$ cat src/bpfc_consts.vh
// Field layout and code constants for the broadcast unit field builder
`ifndef BPFC_CONSTS_VH
`define BPFC_CONSTS_VH

// ----------------------------------------------------------------
// Register map (word index on the plain port)
// ----------------------------------------------------------------
`define BPFC_ADDR_CTRL      4'h0
`define BPFC_ADDR_KEY       4'h1
`define BPFC_ADDR_OPT       4'h2
`define BPFC_ADDR_ACCESS    4'h3
`define BPFC_ADDR_EXT       4'h4
`define BPFC_ADDR_SYNC0     4'h5
`define BPFC_ADDR_SYNC1     4'h6
`define BPFC_ADDR_STATUS    4'h7
`define BPFC_ADDR_SI_WORD   4'h8
`define BPFC_ADDR_SY_WORD   4'h9

// ----------------------------------------------------------------
// Widths
// ----------------------------------------------------------------
`define BPFC_SI_TAIL_W      39
`define BPFC_OPT_W          20
`define BPFC_SYNC_W         31
`define BPFC_SI_BLOCK_W     124
`define BPFC_KEY_W          16

// ----------------------------------------------------------------
// Optional field selector codes
// ----------------------------------------------------------------
`define BPFC_OPT_EVEN_MAP   2'h0
`define BPFC_OPT_ODD_MAP    2'h1
`define BPFC_OPT_ACCESS     2'h2
`define BPFC_OPT_EXT        2'h3

// ----------------------------------------------------------------
// Sharing mode codes
// ----------------------------------------------------------------
`define BPFC_SHARE_CONT     2'h0
`define BPFC_SHARE_CARRIER  2'h1
`define BPFC_SHARE_MAIN_CC  2'h2
`define BPFC_SHARE_TRAFFIC  2'h3

// ----------------------------------------------------------------
// Field codes
// ----------------------------------------------------------------
`define BPFC_DELAY_ALWAYS   4'h0
`define BPFC_DELAY_IMMED    4'hF
`define BPFC_WAIT_RSVD      4'h0
`define BPFC_SLOT_SAME      4'h0
`define BPFC_SLOT_FOUR      4'h1
`define BPFC_SLOT_ALL       4'hF
`define BPFC_SDA_RSVD       2'h0
`define BPFC_SYSCODE_MAX    4'h2
`define BPFC_FRAME_MAX      5'h12
`define BPFC_MFRAME_MAX     6'h3C
`define BPFC_EXT_RSVD       10'h000
`define BPFC_SYNC_RSVD_BIT  1'h0

// ----------------------------------------------------------------
// Timing
// ----------------------------------------------------------------
`define BPFC_BUILD_CYCLES   2

`endif

$ cat src/bpfc_codec.v
// Builder of system-info tail and synchronisation unit field words
//
// Our own choices: the placing of the registers and the address-and-strobe port.
`timescale 1ns/10ps
`include "bpfc_consts.vh"

module bpfc_codec (
    // Clock and reset
    input  wire                         clk,
    input  wire                         arst_n,
    // Register port
    input  wire [3:0]                   addr,
    input  wire [31:0]                  wdata,
    input  wire                         wr_en,
    input  wire                         rd_en,
    output reg  [31:0]                  rdata_reg,
    // Build trigger and words
    input  wire                         build_start,
    input  wire                         sync_slot_ok,
    output reg  [`BPFC_SI_TAIL_W-1:0]   si_tail_reg,
    output reg  [`BPFC_SYNC_W-1:0]      sync_word_reg,
    output reg                          si_valid_reg,
    output reg                          sync_valid_reg,
    output reg                          opt_error_reg,
    // Decoded meaning of fields
    output reg  [4:0]                   frames_rsvd_reg,
    output reg                          immediate_ok_reg,
    output reg                          wait_rsvd_reg,
    output reg  [2:0]                   length_mult_reg,
    output reg                          predef_scramble_reg,
    output reg                          direct_mode_reg
);

    // ----------------------------------------------------------------
    // Software visible settings
    // ----------------------------------------------------------------
    reg                     key_sel_reg;
    reg [15:0]              key_val_reg;
    reg [1:0]               opt_sel_reg;
    reg [19:0]              map_reg;
    reg [3:0]               first_access_delay_reg;
    reg [3:0]               retry_wait_reg;
    reg [3:0]               max_random_tx_reg;
    reg                     factor_reg;
    reg [3:0]               slot_ptr_reg;
    reg [2:0]               min_prio_reg;
    reg [7:0]               security_reg;
    reg [1:0]               short_data_mode_reg;
    reg [3:0]               sys_code_reg;
    reg [5:0]               colour_reg;
    reg [1:0]               slot_num_reg;
    reg [4:0]               frame_num_reg;
    reg [5:0]               mframe_num_reg;
    reg [1:0]               share_reg;
    reg [2:0]               rsvd_code_reg;
    reg                     discontinuous_tx_flag_reg;
    reg                     frame18_ext_reg;
    reg [1:0]               phase_reg;
    reg                     sync_pending_reg;

    wire [4:0]              frames_lut;

    // ----------------------------------------------------------------
    // Register writes
    // ----------------------------------------------------------------
    always @(posedge clk or negedge arst_n) begin
        if (!arst_n) begin
            key_sel_reg               <= 1'b0;
            key_val_reg               <= 16'h0000;
            opt_sel_reg               <= `BPFC_OPT_ACCESS;
            map_reg                   <= 20'h00000;
            first_access_delay_reg    <= `BPFC_DELAY_ALWAYS;
            retry_wait_reg            <= 4'h1;
            max_random_tx_reg         <= 4'h0;
            factor_reg                <= 1'b0;
            slot_ptr_reg              <= `BPFC_SLOT_SAME;
            min_prio_reg              <= 3'h0;
            security_reg              <= 8'h00;
            short_data_mode_reg       <= 2'h1;
            sys_code_reg              <= 4'h0;
            colour_reg                <= 6'h00;
            slot_num_reg              <= 2'h0;
            frame_num_reg             <= 5'h01;
            mframe_num_reg            <= 6'h01;
            share_reg                 <= `BPFC_SHARE_CONT;
            rsvd_code_reg             <= 3'h0;
            discontinuous_tx_flag_reg <= 1'b0;
            frame18_ext_reg           <= 1'b0;
        end else if (wr_en) begin
            if (addr == `BPFC_ADDR_CTRL) begin
                key_sel_reg <= wdata[0];
            end else if (addr == `BPFC_ADDR_KEY) begin
                key_val_reg <= wdata[15:0];
            end else if (addr == `BPFC_ADDR_OPT) begin
                opt_sel_reg <= wdata[21:20];
                map_reg     <= wdata[19:0];
            end else if (addr == `BPFC_ADDR_ACCESS) begin
                first_access_delay_reg <= wdata[19:16];
                retry_wait_reg         <= wdata[15:12];
                max_random_tx_reg      <= wdata[11:8];
                factor_reg             <= wdata[7];
                slot_ptr_reg           <= wdata[6:3];
                min_prio_reg           <= wdata[2:0];
            end else if (addr == `BPFC_ADDR_EXT) begin
                security_reg        <= wdata[19:12];
                short_data_mode_reg <= wdata[11:10];
            end else if (addr == `BPFC_ADDR_SYNC0) begin
                sys_code_reg   <= wdata[22:19];
                colour_reg     <= wdata[18:13];
                slot_num_reg   <= wdata[12:11];
                frame_num_reg  <= wdata[10:6];
                mframe_num_reg <= wdata[5:0];
            end else if (addr == `BPFC_ADDR_SYNC1) begin
                share_reg                 <= wdata[6:5];
                rsvd_code_reg             <= wdata[4:2];
                discontinuous_tx_flag_reg <= wdata[1];
                frame18_ext_reg           <= wdata[0];
            end
        end
    end

    // ----------------------------------------------------------------
    // Field assembly
    // ----------------------------------------------------------------
    reg [`BPFC_OPT_W-1:0]   opt_field;
    reg                     opt_bad;
    reg                     sync_bad;

    always @* begin
        opt_bad = 1'b0;
        case (opt_sel_reg)
            `BPFC_OPT_EVEN_MAP, `BPFC_OPT_ODD_MAP: begin
                opt_field = map_reg;
                // Map only legal with discontinuous tx and control sharing
                opt_bad = !(discontinuous_tx_flag_reg
                            && share_reg == `BPFC_SHARE_MAIN_CC);
            end
            `BPFC_OPT_ACCESS: begin
                opt_field = {first_access_delay_reg, retry_wait_reg,
                             max_random_tx_reg, factor_reg,
                             slot_ptr_reg, min_prio_reg};
                opt_bad = (retry_wait_reg == `BPFC_WAIT_RSVD);
            end
            default: begin
                opt_field = {security_reg, short_data_mode_reg,
                             `BPFC_EXT_RSVD};
                opt_bad = (short_data_mode_reg == `BPFC_SDA_RSVD);
            end
        endcase
        // Out-of-range counters are refused rather than sent
        sync_bad = (frame_num_reg == 5'h00) || (frame_num_reg > `BPFC_FRAME_MAX)
                   || (mframe_num_reg == 6'h00)
                   || (mframe_num_reg > `BPFC_MFRAME_MAX);
    end

    // ----------------------------------------------------------------
    // Build sequencing
    // ----------------------------------------------------------------
    always @(posedge clk or negedge arst_n) begin
        if (!arst_n) begin
            si_tail_reg      <= {`BPFC_SI_TAIL_W{1'b0}};
            sync_word_reg    <= {`BPFC_SYNC_W{1'b0}};
            si_valid_reg     <= 1'b0;
            sync_valid_reg   <= 1'b0;
            opt_error_reg    <= 1'b0;
            phase_reg        <= 2'h0;
            sync_pending_reg <= 1'b0;
        end else begin
            si_valid_reg   <= 1'b0;
            sync_valid_reg <= 1'b0;
            if (build_start && phase_reg == 2'h0) begin
                phase_reg <= 2'h1;
            end else if (phase_reg == 2'h1) begin
                phase_reg     <= 2'h0;
                opt_error_reg <= opt_bad;
                if (!opt_bad) begin
                    // 1+16+2+20 bits: block total stays 124
                    si_tail_reg  <= {key_sel_reg, key_val_reg,
                                     opt_sel_reg, opt_field};
                    si_valid_reg <= 1'b1;
                end
                if (!sync_bad) begin
                    sync_word_reg <= {sys_code_reg, colour_reg, slot_num_reg,
                                      frame_num_reg, mframe_num_reg, share_reg,
                                      rsvd_code_reg, discontinuous_tx_flag_reg,
                                      frame18_ext_reg, `BPFC_SYNC_RSVD_BIT};
                    sync_pending_reg <= 1'b1;
                end
            end
            // Sync word released only into a sync burst slot
            if (sync_pending_reg && sync_slot_ok) begin
                sync_valid_reg   <= 1'b1;
                sync_pending_reg <= 1'b0;
            end
        end
    end

    // ----------------------------------------------------------------
    // Decoded meanings
    // ----------------------------------------------------------------
    bpfc_frames_rom u_frames (
        .clk        (clk),
        .arst_n     (arst_n),
        .code       (rsvd_code_reg),
        .frames_reg (frames_lut)
    );

    always @(posedge clk or negedge arst_n) begin
        if (!arst_n) begin
            frames_rsvd_reg     <= 5'h00;
            immediate_ok_reg    <= 1'b0;
            wait_rsvd_reg       <= 1'b0;
            length_mult_reg     <= 3'h1;
            predef_scramble_reg <= 1'b1;
            direct_mode_reg     <= 1'b0;
        end else begin
            // Meaningless outside control channel sharing, so shown as zero
            frames_rsvd_reg <= (share_reg == `BPFC_SHARE_MAIN_CC) ?
                               frames_lut : 5'h00;
            immediate_ok_reg <= (first_access_delay_reg == `BPFC_DELAY_IMMED);
            wait_rsvd_reg    <= (retry_wait_reg == `BPFC_WAIT_RSVD);
            length_mult_reg  <= factor_reg ? 3'h4 : 3'h1;
            predef_scramble_reg <= (colour_reg == 6'h00);
            direct_mode_reg  <= (sys_code_reg[3:2] == 2'h3);
        end
    end

    // ----------------------------------------------------------------
    // Register reads
    // ----------------------------------------------------------------
    always @(posedge clk or negedge arst_n) begin
        if (!arst_n) begin
            rdata_reg <= 32'h00000000;
        end else if (rd_en) begin
            if (addr == `BPFC_ADDR_CTRL) begin
                rdata_reg <= {31'h00000000, key_sel_reg};
            end else if (addr == `BPFC_ADDR_KEY) begin
                rdata_reg <= {16'h0000, key_val_reg};
            end else if (addr == `BPFC_ADDR_OPT) begin
                rdata_reg <= {10'h000, opt_sel_reg, map_reg};
            end else if (addr == `BPFC_ADDR_ACCESS) begin
                rdata_reg <= {12'h000, first_access_delay_reg, retry_wait_reg,
                              max_random_tx_reg, factor_reg, slot_ptr_reg,
                              min_prio_reg};
            end else if (addr == `BPFC_ADDR_EXT) begin
                rdata_reg <= {12'h000, security_reg, short_data_mode_reg,
                              `BPFC_EXT_RSVD};
            end else if (addr == `BPFC_ADDR_SYNC0) begin
                rdata_reg <= {9'h000, sys_code_reg, colour_reg, slot_num_reg,
                              frame_num_reg, mframe_num_reg};
            end else if (addr == `BPFC_ADDR_SYNC1) begin
                rdata_reg <= {25'h0000000, share_reg, rsvd_code_reg,
                              discontinuous_tx_flag_reg, frame18_ext_reg};
            end else if (addr == `BPFC_ADDR_STATUS) begin
                rdata_reg <= {28'h0000000, sync_bad, opt_bad, sync_pending_reg,
                              opt_error_reg};
            end else if (addr == `BPFC_ADDR_SI_WORD) begin
                rdata_reg <= si_tail_reg[31:0];
            end else if (addr == `BPFC_ADDR_SY_WORD) begin
                rdata_reg <= {1'b0, sync_word_reg};
            end else begin
                rdata_reg <= 32'h00000000;
            end
        end
    end

endmodule

$ cat src/bpfc_frames_rom.v
// Reserved-frames code to frame count lookup, registered output
`timescale 1ns/10ps

module bpfc_frames_rom (
    // Clock and reset
    input  wire       clk,
    input  wire       arst_n,
    // Lookup
    input  wire [2:0] code,
    output reg  [4:0] frames_reg
);

    reg [4:0] frames_next;

    always @* begin
        case (code)
            3'h0:    frames_next = 5'h01;
            3'h1:    frames_next = 5'h02;
            3'h2:    frames_next = 5'h03;
            3'h3:    frames_next = 5'h04;
            3'h4:    frames_next = 5'h06;
            3'h5:    frames_next = 5'h09;
            3'h6:    frames_next = 5'h0C;
            default: frames_next = 5'h12;
        endcase
    end

    always @(posedge clk or negedge arst_n) begin
        if (!arst_n) begin
            frames_reg <= 5'h01;
        end else begin
            frames_reg <= frames_next;
        end
    end

endmodule

$ cat config.mk
export PLATFORM = sky130hd
export DESIGN_NAME = bpfc_codec
export DESIGN_NICKNAME = d
export VERILOG_FILES = /design/src/bpfc_codec.v /design/src/bpfc_frames_rom.v
export VERILOG_INCLUDE_DIRS = /design/src
export SDC_FILE = /design/constraint.sdc
export NUM_CORES = 1
export LEC_CHECK = 0
export ABC_AREA = 1
export BUFFER_PORTS_ARGS = -buffer_cell sky130_fd_sc_hd__buf_2
export CORE_ASPECT_RATIO = 0.75
export CORE_UTILIZATION = 56
export CTS_CLUSTER_DIAMETER = 150
export DETAILED_ROUTE_END_ITERATION = 6
export GPL_TIMING_DRIVEN = 0
export HOLD_SLACK_MARGIN = 0.12
export PLACE_DENSITY = 0.79
export SLEW_MARGIN = 0
export SYNTH_ARGS = -nofsm -noshare
export SYNTH_HDL_FRONTEND = slang
export SYNTH_SLANG_ARGS = --single-unit
$ cat constraint.sdc
create_clock -name clk -period 2.3 [get_ports clk]
set_clock_uncertainty 0.15 [all_clocks]
set_input_delay 0.46 -clock clk [delete_from_list [all_inputs] [get_ports clk]]
set_output_delay 0.46 -clock clk [all_outputs]
set_load 0.01 [all_outputs]
# Word level (Yosys, flattened, before mapping)
# Index checks and enable logic that the tools add are counted.
# op_classes
n_addsub	0
multipliers	0
div	0
magnitude_cmp	2
n_eq_ne	23
shift	0
muxes	25
bitwise_logic	9
n_reduce_logical	30
# op_table
op	count
$mux W32	9
$pmux W20 S2	1
$pmux W5 S7	1
$mux W31	1
$eq A4 B3 Y1 const B	4
$eq A4 B4 Y1 const B	3
$logic_not A6 Y1	2
$reduce_and A3 Y1	4
$eq A3 B3 Y1 const B	3
$not A1 Y1	9
$eq A4 B2 Y1 const B	2
$logic_not A4 Y1	2
$mux W1	8
$reduce_and A8 Y1	1
$reduce_and A7 Y1	1
$eq A2 B2 Y1 const B	3
$eq A3 B2 Y1 const B	2
$gt A6 B6 Y1 const B	1
$logic_not A2 Y1	3
$reduce_and A6 Y1	1
$gt A5 B5 Y1 const B	1
$logic_not A5 Y1	1
$mux W5	1
$reduce_and A5 Y1	1
15 further kinds	24
# totals
regBits	223
latchBits	0
ram_bits	0
mem_bits_ro	0
inputBits	42
out_inout_bits	117
n_memories	0

# Logic depth before layout (Yosys ltp)
# logic_depth
depth_word	12
ltp_mapped	13
depth_no_buf	12

# Hierarchy
# From an unflattened synthesis, not the netlist that was laid out.
# hier_totals
hier_cells	1143
area_unflattened_um2	9814.4
# modules_own_cells
module	n_inst	cells_per_inst	area_per_inst_um2	seq_area_each_um2
bpfc_codec	1	1123	9628.0	5413.9
bpfc_frames_rom	1	20	186.4	126.4

# Worst setup path before layout
# OpenSTA, ideal clock, no wires.
# synth_path
kind	register -> register
startpoint	register opt_sel_reg[1]
endpoint	register si_tail_reg[6]
setup_time_ns	0.124
t_arrival_ns	1.587
path_slack_ns	0.439
stages_incl_launch_ff	10
n_path_buf	2
period_less_slack_ns	1.861
cell_sequence	dfstp_2 > buf_4 > nand2_1 > inv_2 > o21ai_2 > a31oi_4 > inv_2 > buf_2 > nand2_1 > nand3_1
# synth_via
elab_chain_len	5
elab_cells_between_ends	8
classes_between	eq/ne (2); mux (2); bitwise (1); reduce/logical (3)
# synth_rtl
element	line_no	text
from (decl)	bpfc_codec.v:39	reg [1:0] opt_sel_reg;
from (signal assigned)	bpfc_codec.v:70	opt_sel_reg <= `BPFC_OPT_ACCESS;
from (signal assigned)	bpfc_codec.v:95	opt_sel_reg <= wdata[21:20];
$eq A2 B1 Y1 / $logic_not A2 Y1 (equally long branches)	bpfc_codec.v:131	case (opt_sel_reg)
$reduce_or A2 Y1	bpfc_codec.v:131	
$pmux W1 S2	bpfc_codec.v:131	
$not A1 Y1 (no source line)	n/a	
$reduce_and A3 Y1 (no source line)	n/a	
to (signal assigned)	bpfc_codec.v:161	si_tail_reg <= {`BPFC_SI_TAIL_W{1'b0}};
to (signal assigned)	bpfc_codec.v:178	si_tail_reg <= {key_sel_reg, key_val_reg,
to (decl)	bpfc_codec.v:20	output reg [`BPFC_SI_TAIL_W-1:0] si_tail_reg,
# Several ways; a longest one is shown, not always the timed one.
# A chain may end at the register's enable or synchronous reset.

# Worst setup path in the final report
# layout_path
startpoint	register opt_sel_reg[1]
endpoint	register si_tail_reg[0]
# The elaborated chain is that of the path after synthesis.

==> flow_summary.json <==
{
  "status": "complete, no violations",
  "rows": 41,
  "p_int_mw": 8.24,
  "avgRoutedWirePerCell_um": 21.1,
  "place_inst": 1497,
  "globalRouteTotalUtil": 0.375,
  "cpMostUsedCell": "nand2_1",
  "grt_pass1_wl_um": 49300,
  "rsz0062_at_grt": "no",
  "layout_common_cells": "nand2_1 (354), dfrtp_1 (213), buf_2 (161)",
  "fmax_mhz": 447,
  "die_w_um": 154,
  "cp_max_fo": 9,
  "worst-path-buf-inv": 3,
  "n_antenna_cell": 0,
  "p_leak_nw": 6.06,
  "max_stage_delay_ps": 520,
  "fin_nets": 1363,
  "setup_viol": 0,
  "tightest_slew_ps": 783,
  "start_util": 0.575,
  "synth_warnings": 0,
  "drc": 0,
  "synth_top_cells_by_area": "dfrtp_1 (55%), nand2_1 (14%), o21ai_0 (7.6%), inv_1 (4.5%), nand3_1 (2.4%)",
  "pwr-share-clk": 0.293,
  "seq_area_frac_synth": 0.571,
  "syn_to_final_growth_pct": 20.0,
  "hold_viol": 0,
  "hold_path_class": "primary input to register",
  "overflow": 0,
  "vdd_ir_drop_max_mv": 0.635,
  "worstPathArrival_ps": 2510,
  "coreArea_sq_um": 16900,
  "path_class": "register to register",
  "placed_area_sq_um": 10700,
  "worstPathRequired_ps": 2570,
  "clk_path_buf_depth": 3,
  "grt_max_degree": 129,
  "first_iter_violations": 1338,
  "antenna_found_initial": 0,
  "htreeDepth": 1,
  "pin_count": 159,
  "globalplace.congestion": 0.984,
  "cts_tree": "yes",
  "viasPerCell": 6.00,
  "share_comb_of_total_power": 0.241,
  "slew_viol_final": 0,
  "synth_area_sq_um": 9700,
  "largest_reg_flops": 39,
  "final_cells": 1552,
  "max_slew_margin": 0.473,
  "power.share.switching": 0.349,
  "place_ws_ps": -246,
  "drt_wl_total_um": 32800,
  "drive_gt1_frac": 0.183,
  "drt-pass1-iter-count": 5,
  "route.vias.total": 9311,
  "filler_cell_count": 1418,
  "clock_latency_ps": 520,
  "period_minus_slack_ps": 2240,
  "grt_pass1_vias": 8664,
  "synth_seq_cells": 221,
  "cp_top_family": "simple AND/OR/NAND/NOR gates",
  "cap_violations": 0,
  "cpMaxStageDelayCell": "dfstp_2",
  "avgSynthCellArea_sq_um": 8.55,
  "die_h_um": 116,
  "layout_commonest_cell": "nand2_1",
  "synthCells": 1134,
  "die_area_sq_um": 17900,
  "worst_slack_ps": 63.4,
  "port_buffers": 146,
  "endpoint_kind": "register",
  "start_kind": "register",
  "path_clk_slew_ps": 70,
  "synth_top_area_frac": 0.550,
  "pwr-share-seq": 0.466,
  "synth_top_area_cell": "dfrtp_1",
  "cts_buffers": 22,
  "fin_crit_sh": 0.972,
  "cts.sinks": 221,
  "switchingPower_mw": 4.41,
  "dp_hpwl_um": 23300,
  "p_per_area_nw_per_um2": 1090,
  "root_buffer": "clkbuf_16",
  "synth.distinct_cells": 33,
  "ant_nets": 0,
  "path_cells": "buf_4 > inv_2 > nor2_4 > nand2_1 > a31oi_4 > nand2_1 > inv_4 > nand2_1 > o211ai_1",
  "finalInstanceArea_sq_um": 11600
}
per-layer routing:
layer	up-vias	track usage	part of all wire
li1	4061	-	-
met1	4435	0.542	0.41
met2	718	0.541	0.41
met3	97	0.103	0.14
met4	0	0.142	0.036
met5	-	0	0
final cells by class:
type / count / area, sq um / area share
plain buffers: 56 / 268 / 0.0230
clock buffers: 31 / 636 / 0.0546
inverters: 124 / 470 / 0.0404
multi-input cells: 734 / 3440 / 0.296
flip-flops and latches: 221 / 5540 / 0.476
well taps: 215 / 269 / 0.0231
repair buffers: 162 / 908 / 0.0781
clock inverters: 9 / 101 / 0.00871
through the flow:
stage,TNS (ps),hold WS [ps],util,total power [mW]
6_report,0,114,0.690,12.7
3_3_place_gp,-672570,274,0.634,8.72
3_5_place_dp,-12870,275,0.636,8.83
5_1_grt,0,146,0.690,13.2
2_1_floorplan,0,14.4,-,7.27
4_1_cts,0,120,0.688,12.5
kinds of logic after synthesis:
kind of cell | count (synthesis) | share of synthesized area
buffers and inverters | 180 | 0.0751
AND/OR/NAND/NOR | 464 | 0.192
flip-flops | 221 | 0.571
multiplexers | 6 | 0.00697
other | 1 | 0.000387
AO/OA/AOI/OAI | 262 | 0.155
power groups by stage:
stage	clock network (mW)	registers [mW]	logic, mW
after floorplan	0	5.92	1.35
after global placement	0	5.88	2.84
after detailed placement	0	5.88	2.94
after CTS	3.69	5.83	2.99
after global routing	3.82	5.97	3.38
final	3.70	5.90	3.05
cell usage after synthesis:
library cell  count
nand2_2           5
inv_2             6
mux2_2            6
buf_4             6
clkinv_1          1
dfrtp_1         213
o21ai_2           1
a31oi_4           1
o221ai_1          9
o21bai_1          1
clkbuf_1         31
o21ai_0         148
nor2_1           46
a21oi_1          27
conb_1            1
a32o_1            8
o21ai_1          34
buf_6             1
o22ai_1           8
nor2_2            1
o211ai_1          5
dfstp_2           8
nor3_1            2
o2111ai_1         4
nand4_1           4
buf_2            18
a41oi_1           5
nand2_1         355
nor2_4            4
inv_1           117
nand3_1          47
a221oi_1          8
a211oi_1          3
tightest hold or removal path, stage by stage:
cell and delay, ps:
buf_2 70, inv_1 80, o21ai_1 130
final timing paths:
kind | from | end | slack [ps] | cells after the start
hold reg to reg | colour_reg[4] | predef_scramble_reg | 280 | 1
setup / recovery | opt_sel_reg[1] | si_tail_reg[0] | 60 | 9
max in group asynchronous | arst_n | map_reg[8] | 490 | 3
hold / removal | wdata[15] | map_reg[15] | 110 | 3
setup reg to reg | opt_sel_reg[1] | si_tail_reg[0] | 60 | 9
min in group asynchronous | arst_n | frames_rsvd_reg[0] | 400 | 2
repair_timing:
action	4_1_cts	5_1_grt
cloned	0	0
gates resized for setup	2	5
setup endpoints to repair	40	40
endpoints found under the hold margin	102	0
hold buffers	11	0
buffers inserted	2	2
pin swaps	1	1
No activity file was read; power rests on OpenSTA's default activity.
